==> src/pkg/dcw_pkg.sv <==
`default_nettype none
package dcw_pkg;

  // ************************************************************
  // Register map
  // ************************************************************
  localparam logic [15:0] DCW_ADDR_CMD    = 16'h6040;
  localparam logic [15:0] DCW_ADDR_STATE  = 16'h6041;
  localparam logic [15:0] DCW_ADDR_MODE   = 16'h6060;
  localparam logic [15:0] DCW_ADDR_ACTIVE = 16'h5ff0;
  localparam logic [15:0] DCW_ADDR_RESUME = 16'h5ff1;
  localparam logic [15:0] DCW_ADDR_TGT    = 16'h5e00;
  localparam logic [15:0] DCW_ADDR_NEXT   = 16'h5e20;

  // ************************************************************
  // Values and field positions
  // ************************************************************
  localparam logic [7:0]  DCW_MODE_CSV   = 8'h09;
  localparam logic [7:0]  DCW_MODE_TABLE = 8'hff;
  localparam logic [15:0] DCW_CMD_RST    = 16'h0000;
  localparam logic [7:0]  DCW_MODE_RST   = 8'h00;
  localparam logic [15:0] DCW_SW_SOD     = 16'h0050;
  localparam logic [15:0] DCW_SW_RDY     = 16'h0031;
  localparam logic [15:0] DCW_SW_SON     = 16'h0033;
  localparam logic [7:0]  DCW_SW_OPEN    = 8'h37;
  localparam logic [7:0]  DCW_SW_FAULT   = 8'h18;
  localparam logic [15:0] DCW_NO_RESUME  = 16'hffff;
  localparam int CB_SEQ   = 4;
  localparam int CB_RES   = 6;
  localparam int CB_FRST  = 7;
  localparam int CB_HALT  = 8;
  localparam int CB_START = 9;
  localparam int CB_SEL   = 11;
  localparam int SB_PROG  = 8;
  localparam int SB_REM   = 9;
  localparam int SB_TGT   = 10;
  localparam int SB_LIM   = 11;
  localparam int SB_GEAR  = 12;
  localparam int SB_FOLL  = 13;
  localparam int SB_WARN2 = 15;
  localparam int DCW_BLOCKS = 32;

  // ************************************************************
  // Types
  // ************************************************************
  typedef enum logic [2:0] {
    ST_SOD  = 3'b000,
    ST_RDY  = 3'b001,
    ST_SON  = 3'b011,
    ST_OPEN = 3'b010,
    ST_FLT  = 3'b110
  } dcw_state_t;

  typedef struct packed {
    logic block_done;
    logic axis_stopped;
    logic target_hit;
    logic in_gear;
    logic limit;
    logic follow_err;
    logic remote;
    logic warn;
    logic warn2;
    logic fault;
  } dcw_motion_in_t;

  typedef struct packed {
    logic        vel_run;
    logic        move_run;
    logic        halt_ramp;
    logic        launch;
    logic [5:0]  active_block;
    logic [15:0] target_pos;
  } dcw_motion_out_t;

  typedef struct packed {
    dcw_state_t      st;
    logic [15:0]     cmd;
    logic [7:0]      mode;
    logic            start_prev;
    logic            frst_prev;
    logic            progress;
    logic            auto_seq;
    logic            resume_ok;
    logic [5:0]      active;
    logic [5:0]      resume_blk;
    logic [15:0]     status;
    logic [15:0]     rdata;
    dcw_motion_out_t mo;
  } dcw_regs_t;

endpackage
`default_nettype wire

==> src/dcw_top.sv <==
`default_nettype none
module dcw_top #(
  parameter int BLOCKS = 32
) (
  // Clock and reset
  input  wire logic                     CORE_CLK,
  input  wire logic                     SRST,
  // Register port
  input  wire logic [15:0]              REG_ADDR,
  input  wire logic [15:0]              REG_WDATA,
  input  wire logic                     REG_WR,
  input  wire logic                     REG_RD,
  output var  logic [15:0]              REG_RDATA,
  // Motion engine
  input  wire dcw_pkg::dcw_motion_in_t  MOTION_IN,
  output var  dcw_pkg::dcw_motion_out_t MOTION_OUT
);
  import dcw_pkg::*;

  // ************************************************************
  // Helpers
  // ************************************************************
  function automatic logic [5:0] sel_block(input logic [15:0] c);
    sel_block = {1'b0, c[15:CB_SEL]} + 6'h01;
  endfunction

  function automatic logic [4:0] blk_idx(input logic [5:0] b);
    blk_idx = 5'(b - 6'h01);
  endfunction

  // Zero and the three error stops end a chain; other negatives too, to stay safe
  function automatic logic chain_end(input logic [7:0] nb);
    chain_end = nb[7] || (nb == 8'h00) || (nb > 8'(BLOCKS));
  endfunction

  // ************************************************************
  // Motion block table
  // ************************************************************
  logic [15:0] tgt_tab  [BLOCKS];
  logic [7:0]  next_tab [BLOCKS];

  always_ff @(posedge CORE_CLK) begin
    if (SRST) begin
      for (int i = 0; i < BLOCKS; i++) begin
        tgt_tab[i]  <= 16'h0000;
        next_tab[i] <= 8'h00;
      end
    end else if (REG_WR) begin
      if (REG_ADDR[15:5] == DCW_ADDR_TGT[15:5]) begin
        tgt_tab[REG_ADDR[4:0]] <= REG_WDATA;
      end
      if (REG_ADDR[15:5] == DCW_ADDR_NEXT[15:5]) begin
        next_tab[REG_ADDR[4:0]] <= REG_WDATA[7:0];
      end
    end
  end

  // ************************************************************
  // State
  // ************************************************************
  dcw_regs_t r;
  dcw_regs_t n;
  logic      tbl;
  logic      edge_start;
  logic      kill;
  logic [7:0] nxt;
  logic [5:0] blk;

  assign tbl        = (r.st == ST_OPEN) && (r.mode == DCW_MODE_TABLE);
  assign edge_start = r.cmd[CB_START] && !r.start_prev;
  assign kill       = !r.cmd[1] || !r.cmd[2];
  assign nxt        = next_tab[blk_idx(r.active)];

  always_comb begin
    n = r;
    n.mo.launch = 1'b0;
    n.frst_prev = r.cmd[CB_FRST];
    n.start_prev = r.cmd[CB_START];
    blk = sel_block(r.cmd);
    // Software writes; the host keeps mode changes to safe states
    if (REG_WR) begin
      case (REG_ADDR)
        DCW_ADDR_CMD:  n.cmd = REG_WDATA;
        DCW_ADDR_MODE: n.mode = REG_WDATA[7:0];
        default: ;
      endcase
    end
    // Device state machine on the held command word
    if (MOTION_IN.fault && r.st != ST_FLT) begin
      n.st = ST_FLT;
    end else begin
      case (r.st)
        ST_SOD:  if (r.cmd[2:0] == 3'b110) n.st = ST_RDY;
        ST_RDY: begin
          if (kill) n.st = ST_SOD;
          else if (r.cmd[0]) n.st = ST_SON;
        end
        ST_SON: begin
          if (kill) n.st = ST_SOD;
          else if (!r.cmd[0]) n.st = ST_RDY;
          else if (r.cmd[3]) n.st = ST_OPEN;
        end
        ST_OPEN: begin
          if (kill) n.st = ST_SOD;
          else if (!r.cmd[0]) n.st = ST_RDY;
          else if (!r.cmd[3]) n.st = ST_SON;
        end
        ST_FLT: begin
          if (r.cmd[CB_FRST] && !r.frst_prev && !MOTION_IN.fault) n.st = ST_SOD;
        end
        default: n.st = ST_SOD;
      endcase
    end
    // Table travel sequencing; bits 5 and 10 are never looked at
    if (tbl) begin
      if (edge_start && !r.cmd[CB_HALT]) begin
        n.active = (r.cmd[CB_RES] && r.resume_ok) ? r.resume_blk : blk;
        n.progress = 1'b1;
        n.auto_seq = r.cmd[CB_SEQ];
        n.resume_ok = 1'b0;
        n.mo.launch = 1'b1;
      end else if (!r.cmd[CB_START] && r.progress) begin
        n.progress = 1'b0;
        n.resume_ok = 1'b1;
        n.resume_blk = r.active;
      end else if (MOTION_IN.block_done && r.progress && !r.cmd[CB_HALT]) begin
        if (!r.auto_seq || chain_end(nxt)) begin
          n.progress = 1'b0;
        end else begin
          n.active = nxt[5:0];
          n.mo.launch = 1'b1;
        end
      end
    end else if (r.progress) begin
      // Leaving table travel mid-move leaves the block resumable
      n.progress = 1'b0;
      n.resume_ok = 1'b1;
      n.resume_blk = r.active;
    end
    // State word
    case (n.st)
      ST_SOD:  n.status = DCW_SW_SOD;
      ST_RDY:  n.status = DCW_SW_RDY;
      ST_SON:  n.status = DCW_SW_SON;
      ST_OPEN: n.status = {8'h00, DCW_SW_OPEN};
      default: n.status = {8'h00, DCW_SW_FAULT};
    endcase
    n.status[7] = MOTION_IN.warn;
    n.status[SB_REM] = MOTION_IN.remote;
    n.status[SB_LIM] = MOTION_IN.limit;
    n.status[SB_FOLL] = MOTION_IN.follow_err;
    n.status[SB_WARN2] = MOTION_IN.warn2;
    if (r.mode == DCW_MODE_TABLE) begin
      n.status[SB_PROG] = n.progress;
      n.status[SB_TGT] = r.cmd[CB_HALT] ? MOTION_IN.axis_stopped : MOTION_IN.target_hit;
      n.status[SB_GEAR] = MOTION_IN.in_gear;
    end else begin
      n.status[SB_GEAR] = (n.st == ST_OPEN) && (r.mode == DCW_MODE_CSV);
    end
    n.status[14] = 1'b0;
    // Outputs to the motion engine
    n.mo.vel_run = (n.st == ST_OPEN) && (n.mode == DCW_MODE_CSV);
    n.mo.move_run = n.progress && !r.cmd[CB_HALT];
    n.mo.halt_ramp = tbl && r.cmd[CB_HALT];
    n.mo.active_block = n.active;
    n.mo.target_pos = tgt_tab[blk_idx(n.active)];
    // Read data stands only in the cycle after the strobe
    n.rdata = 16'h0000;
    if (REG_RD) begin
      if (REG_ADDR[15:5] == DCW_ADDR_TGT[15:5]) begin
        n.rdata = tgt_tab[REG_ADDR[4:0]];
      end else if (REG_ADDR[15:5] == DCW_ADDR_NEXT[15:5]) begin
        n.rdata = {{8{next_tab[REG_ADDR[4:0]][7]}}, next_tab[REG_ADDR[4:0]]};
      end else begin
        case (REG_ADDR)
          DCW_ADDR_CMD:    n.rdata = r.cmd;
          DCW_ADDR_STATE:  n.rdata = r.status;
          DCW_ADDR_MODE:   n.rdata = {8'h00, r.mode};
          DCW_ADDR_ACTIVE: n.rdata = {10'h000, r.active};
          DCW_ADDR_RESUME: n.rdata = r.resume_ok ? {10'h000, r.resume_blk} : DCW_NO_RESUME;
          default:         n.rdata = 16'h0000;
        endcase
      end
    end
  end

  always_ff @(posedge CORE_CLK) begin
    if (SRST) begin
      r <= '0;
      r.st <= ST_SOD;
      r.cmd <= DCW_CMD_RST;
      r.mode <= DCW_MODE_RST;
      r.status <= DCW_SW_SOD;
    end else begin
      r <= n;
    end
  end

  assign REG_RDATA  = r.rdata;
  assign MOTION_OUT = r.mo;
endmodule
`default_nettype wire

==> config.mk <==
export PLATFORM = sky130hd
export DESIGN_NAME = dcw_top
export DESIGN_NICKNAME = d
export VERILOG_FILES = /design/src/pkg/dcw_pkg.sv /design/src/dcw_top.sv
export SDC_FILE = /design/constraint.sdc
export NUM_CORES = 2
export LEC_CHECK = 0
export BUFFER_PORTS_ARGS = -buffer_cell sky130_fd_sc_hd__buf_2
export CAP_MARGIN = 20
export CORE_AREA = 5 5 297 299
export CTS_CLUSTER_DIAMETER = 100
export CTS_CLUSTER_SIZE = 40
export DETAILED_ROUTE_END_ITERATION = 10
export DIE_AREA = 0 0 302 304
export PLACE_DENSITY_LB_ADDON = 0.25
export SYNTH_ARGS = -nofsm -noshare
export SYNTH_HDL_FRONTEND = slang
export SYNTH_SLANG_ARGS = --single-unit
export TNS_END_PERCENT = 50
==> constraint.sdc <==
create_clock -name CORE_CLK -period 15.8 [get_ports CORE_CLK]
set_input_delay 3.16 -clock CORE_CLK [delete_from_list [all_inputs] [get_ports CORE_CLK]]
set_output_delay 3.16 -clock CORE_CLK [all_outputs]
set_load 0.02 [all_outputs]
Word level (Yosys, flattened, before mapping)
Memory sizes are Yosys's and may differ from the RTL's. A register that Yosys moved wholly into a read port is not among the register bits.
Cells that the tools add are included.
Widths: inputs -> output; s select.
{"block": "classes", "n_eq_ne": 22, "n_reduce_logical": 38, "bitwise": 2, "n_mux": 62, "add_sub_neg": 3, "magnitude_cmp": 1}
{"op": "$eq 16x15->1 const B", "count": 5}
{"op": "$mux 16", "count": 5}
{"op": "$pmux 16 s5", "count": 1}
{"op": "$mux 6", "count": 9}
{"op": "$mux 3", "count": 11}
{"op": "$mux 1", "count": 28}
{"op": "$pmux 7 s4", "count": 1}
{"op": "$mux 24", "count": 1}
{"op": "$eq 11x10->1 const B", "count": 2}
{"op": "$eq 8x4->1 const B", "count": 2}
{"op": "$mux 8", "count": 2}
{"op": "$reduce_or 16->1", "count": 1}
{"op": "$pmux 3 s5", "count": 1}
{"op": "$logic_and 1x1->1", "count": 14}
{"op": "$eq 3x2->1 const B", "count": 4}
{"op": "$mux 5", "count": 2}
{"op": "$sub 5x1->5 const B", "count": 2}
{"op": "$eq 8x8->1 const B", "count": 1}
{"op": "$gt 8x6->1 const B", "count": 1}
{"op": "$logic_not 1->1", "count": 8}
{"op": "$logic_not 8->1", "count": 1}
{"op": "$reduce_or 8->1", "count": 1}
{"op": "$mux 7", "count": 1}
{"op": "$add 5x1->6 const B", "count": 1}
{"op": "other kinds (13)", "count": 23}
{"block": "totals", "ramBits": 768, "n_memories": 2, "wordCells": 147, "regBits": 80, "input_bits": 46, "output_inout_bits": 42}
{"name": "tgt_tab", "words": 32, "width": 16, "read_ports": 2, "rd_clocked_by_memory_dff": 1, "write_ports": 32, "line_no": "dcw_top.sv:39", "text": "logic [15:0] tgt_tab [BLOCKS];"}
{"name": "next_tab", "words": 32, "width": 8, "read_ports": 2, "rd_clocked_by_memory_dff": 0, "write_ports": 32, "line_no": "dcw_top.sv:40", "text": "logic [7:0] next_tab [BLOCKS];"}

Longest topological paths before layout
An unclocked memory read counts as a cell.
{"block": "logic_depth", "word_depth": 12, "depth_mapped": 25, "depth_no_buf": 17}

Least setup slack after synthesis
Ideal clock, no wire load.
{"block": "synth_timing", "path_type": "input to register", "startpoint": "in MOTION_IN[9] in the netlist's numbering", "endpoint": "reg, netlist name MOTION_OUT[0]", "arrival_ps": 6478, "setup_slack_ps": 9184, "path_buffers": 3, "setup_time_ps": 138, "path_stages": 14, "required_time_ps": 15662, "path_cell_list": "nor2b_1 nand3_1 or2_1 o31ai_2 a21oi_1 or2_2 ha_1 clkbuf_1 clkbuf_1 clkbuf_1 mux2i_1 a211oi_1 o211ai_1 o2111ai_2"}
{"block": "synth_between", "elab_chain_len": 7}
{"item": "from (decl)", "line_no": "dcw_top.sv:15", "text": "input wire dcw_pkg::dcw_motion_in_t MOTION_IN,"}
{"item": "$logic_and 1x1->1 (2 in a row)", "line_no": "dcw_top.sv:126", "text": "end else if (MOTION_IN.block_done && r.progress && !r.cmd[CB_HALT]) begin"}
{"item": "$mux 6", "line_no": "dcw_top.sv:126"}
{"item": "$mux 6", "line_no": "dcw_top.sv:122", "text": "end else if (!r.cmd[CB_START] && r.progress) begin"}
{"item": "$mux 7", "line_no": "dcw_top.sv:116", "text": "if (edge_start && !r.cmd[CB_HALT]) begin"}
{"item": "$mux 6", "line_no": "dcw_top.sv:115", "text": "if (tbl) begin"}
{"item": "$sub 5x1->5", "line_no": "dcw_top.sv:28", "text": "blk_idx = 5'(b - 6'h01);"}
Every way passes these cells.
A chain may end at the register's enable or synchronous reset.

Worst setup path in the final report
{"block": "layout_timing", "startpoint": "reg r[65] in the netlist's numbering", "endpoint": "reg, netlist name MOTION_OUT[11]"}
{"block": "layout_between", "elab_chain_len": 12, "elab_cells_between_ends": 13, "cone_classes": "add/sub (2); order compare (1); mux (5); reduce/logical (4); memory (1)"}
{"item": "from (decl)", "line_no": "dcw_top.sv:61", "text": "dcw_regs_t r;"}
{"item": "from (signal assigned)", "line_no": "dcw_top.sv:195", "text": "r <= n;"}
{"item": "branches (longest 10 deep; another with $mem_v2 32x8)"}
{"item": "$mux 6 *", "line_no": "dcw_top.sv:115"}
{"item": "$sub 5x1->5 *", "line_no": "dcw_top.sv:28"}
Every way passes the cells marked *.

==> metrics.yaml <==
routing:
  drtIter0Drc: 4914
  dr_total_vias: 31710
  wl_per_cell_um: 32.47
  finalWirelength_mm: 149.1
  drc: 0
  firstDrtPassIters: 9
  drt-vias-per-instance: 6.904
  ant_nets: 0
pwr:
  power.density_nw_per_um2: 94.56
  ir_worst_vdd_uv: 74.11
  p_leak_nw: 15.84
clock_tree:
  ctsHoldBuffers: 0
  clkTransAtPathRegs_ns: 0.14
  cts-root-buf: "clkbuf_16"
  post_cts_buffers: 0
  clkLatencyLatePin_ns: 0.63
  tritoncts: "done"
  clock-sinks: 861
  cts_max_level: 2
  cts_resized: 0
  numCtsBuffers: 34
  clockBufferDepth: 3
setup_path:
  worst-setup-path-type: "flip-flop to flip-flop"
  critPathMaxFanout: 79
  crit_required_ns: 16.27
  reg2reg_slack_ns: 7.61
  worstSetupStartpointType: "flip-flop"
  cp-end-kind: "flip-flop"
  arrival_ns: 8.66
global_routing:
  grt_max_degree: 186
  overflow: 0
  grt_pass1_wl_mm: 215.7
  grt_util_all_layers_pct: 31.80
  grt_antenna_before_repair: 14
  grt_pass1_vias: 30460
synth:
  avgSynthCellArea_sq_um: 12.90
  yosys_warnings: 0
  ys_types: 89
  netlist_area_sq_um: 46320
  synth_ff_type: "edfxtp_1"
  syn-instance-count: 3590
  ys_seq_elements: 861
  ys_seq_area_share_pct: 53.81
  synth-edff-count: 768
  syn-num-nets: 3639
  ys_async_sr_fraction_pct: 0
finish:
  drive_gt1_share_pct: 17.51
  seqCellArea_sq_um: 24930
  syn_to_final_growth_pct: 4.838
  multi_input_area_sq_um: 19790
  fin_nets: 3467
  fillers: 6854
worst_hold_path:
  hold_class: "flip-flop to flip-flop"
sta:
  fin_worst_skew_ns: 0.03087
  fin_crit_ns: 8.192
  rsz0062_at_grt: "no"
  timing.final.ws_setup_ns: 7.608
  slew_headroom_pct: 21.73
  post-route-period-util_pct: 51.85
  fmax_mhz: 122.1
  setup_violations: 0
  timing.setup.tns_ns: 0
  drv_slew: 0
  hold_viol_final: 0
  tightest_slew_ns: 1.174
floorplan:
  num_rows: 107
  core_area_sq_um: 84880
  initial_core_util_pct: 54.57
  die_x_um: 302
  die_y_um: 304
  die_area_sq_um: 91810
  io_pins: 88
outcome:
  outcome: "completed"
placed_design:
  dpl.hpwl_mm: 97.02
  io_buffers: 87
  dp_worst_setup_slack_ns: 7.307
  gp_congestion: 0.9244
job:
  max_cap_violations: 0
==> worst max-delay path, cell delays in order (launching register included) <==
cell,delay (ns)
dfxtp_1,0.78
inv_1,0.11
ha_2,0.34
buf_4,0.79
mux4_2,0.52
o21ai_0,0.12
a21oi_1,0.09
a2111oi_1,0.65
o21a_1,0.22
a31oi_1,0.17
nor3_2,0.33
mux2i_4,0.70
inv_2,0.14
ha_4,0.74
buf_4,0.36
buf_16,0.36
nor2b_1,0.10
a211oi_1,0.23
a211oi_1,0.14
o211ai_1,0.82
o2111ai_2,0.22
==> cell usage after synthesis (9+ instances only) <==
cell type | number | area share, %
and3_1 | 9 | 0.12
clkbuf_1 | 252 | 2.0
buf_4 | 46 | 0.75
a31oi_1 | 9 | 0.12
nand4_1 | 13 | 0.18
mux4_2 | 259 | 13
nor3_1 | 12 | 0.13
a22oi_1 | 75 | 1.2
buf_2 | 35 | 0.38
and2_1 | 774 | 10
o21ai_0 | 25 | 0.27
o211ai_1 | 54 | 0.88
nor2b_1 | 142 | 1.9
nor2_1 | 104 | 0.84
nand3_1 | 46 | 0.50
or2_2 | 66 | 0.89
edfxtp_1 | 768 | 50
mux2i_1 | 145 | 3.1
o2111ai_2 | 10 | 0.32
a211oi_1 | 243 | 3.9
a21oi_1 | 85 | 0.92
dfxtp_1 | 93 | 4.0
nand2_1 | 132 | 1.1
mux2_2 | 10 | 0.24
a221o_1 | 10 | 0.22
buf_1 | 28 | 0.23
==> sequential cells by signal, summed over array words and instances (netlist names) <==
signal,cells
MOTION_OUT,20
REG_RDATA,16
n,2
next_tab,256
r,55
tgt_tab,512
==> layout make-up <==
type | count | share of cell area [%]
tap | 1144 | 2.948
inverter | 10 | 0.07730
clock buffer | 37 | 1.907
multi-input combinational | 2349 | 40.76
timing repair buffer | 162 | 2.203
antenna | 5 | 0.02577
sequential | 861 | 51.34
clock inverter | 25 | 0.7447
==> placed cells by master (no fill, tap or decap), types with 6 or more instances in the layout <==
cell       instances
o211ai_1          54
nor3_2             6
a32o_1             6
a31oi_1            9
nand2_1          132
a221o_1           10
and2_1           774
dfxtp_1           92
o2111ai_1          7
nor3_1             7
mux2i_1          143
edfxtp_1         768
mux4_2           259
buf_2             84
or2_2             66
o2111ai_2         10
a21oi_1           85
a211oi_1         243
a222oi_1           7
and3_1             9
nand3_1           46
nand2b_1           8
o21ai_0           25
nand4_1           13
nor2_1           103
buf_4             72
a22o_1             6
nor2b_1          141
inv_1              8
a22oi_1           75
clkbuf_16         37
mux2_2            10
==> logic make-up (layout without fill, tap and decap cells) <==
group                      count (synthesis)  after routing  share of synthesized area [%]
muxes                                    417            417                          16.09
xor gates and xnor gates                  12             12                         0.2999
other                                      0              5                              0
DFF                                      861            861                          53.81
adders and majority gates                  3              3                        0.08105
and+or+nand+nor                         1341           1341                          16.84
AOI/OAI and AO/OA                        576            576                          9.196
buffers and inverters                    380            234                          3.679
==> final timing paths <==
path | from | end | cells after the start
hold reg to reg | r[93] | r[93] | 2
setup / recovery | r[65] | MOTION_OUT[11] | 20
hold / removal | r[93] | r[93] | 2
setup reg to reg | r[65] | MOTION_OUT[11] | 20
==> per-layer routing <==
layer  part of all wire (%)  up-vias  routed length (um)  global-route usage (%)
met5                  0.052        -                  78                       0
met3                     12      295               18340                   8.318
met4                    4.0       12                5995                   10.50
li1                       -    13140                   -                       -
met2                     45     2112               67630                   47.96
met1                     38    16150               57090                   45.47
==> per-stage QoR <==
stage          cell area, sq um  std cells  utilization [%]  power [mW]  hold WS [ns]
2_1_floorplan             46320       3590                -       3.068        0.4368
3_3_place_gp              47220       4524            55.63       3.315        0.4500
3_5_place_dp              47230       4525            55.64       3.329        0.4607
4_1_cts                   48520       4587            57.16       4.570        0.4791
5_1_grt                   48550       4588            57.19       4.687        0.5023
6_report                  48560       4593            57.21       4.591        0.4833
==> report_power, final <==
group          internal, mW  total (mW)  switching, mW
Clock                 0.498        1.29          0.793
Combinational         0.205       0.631          0.426
Sequential             2.59        2.67         0.0816
(Power assumes the default switching activity.)
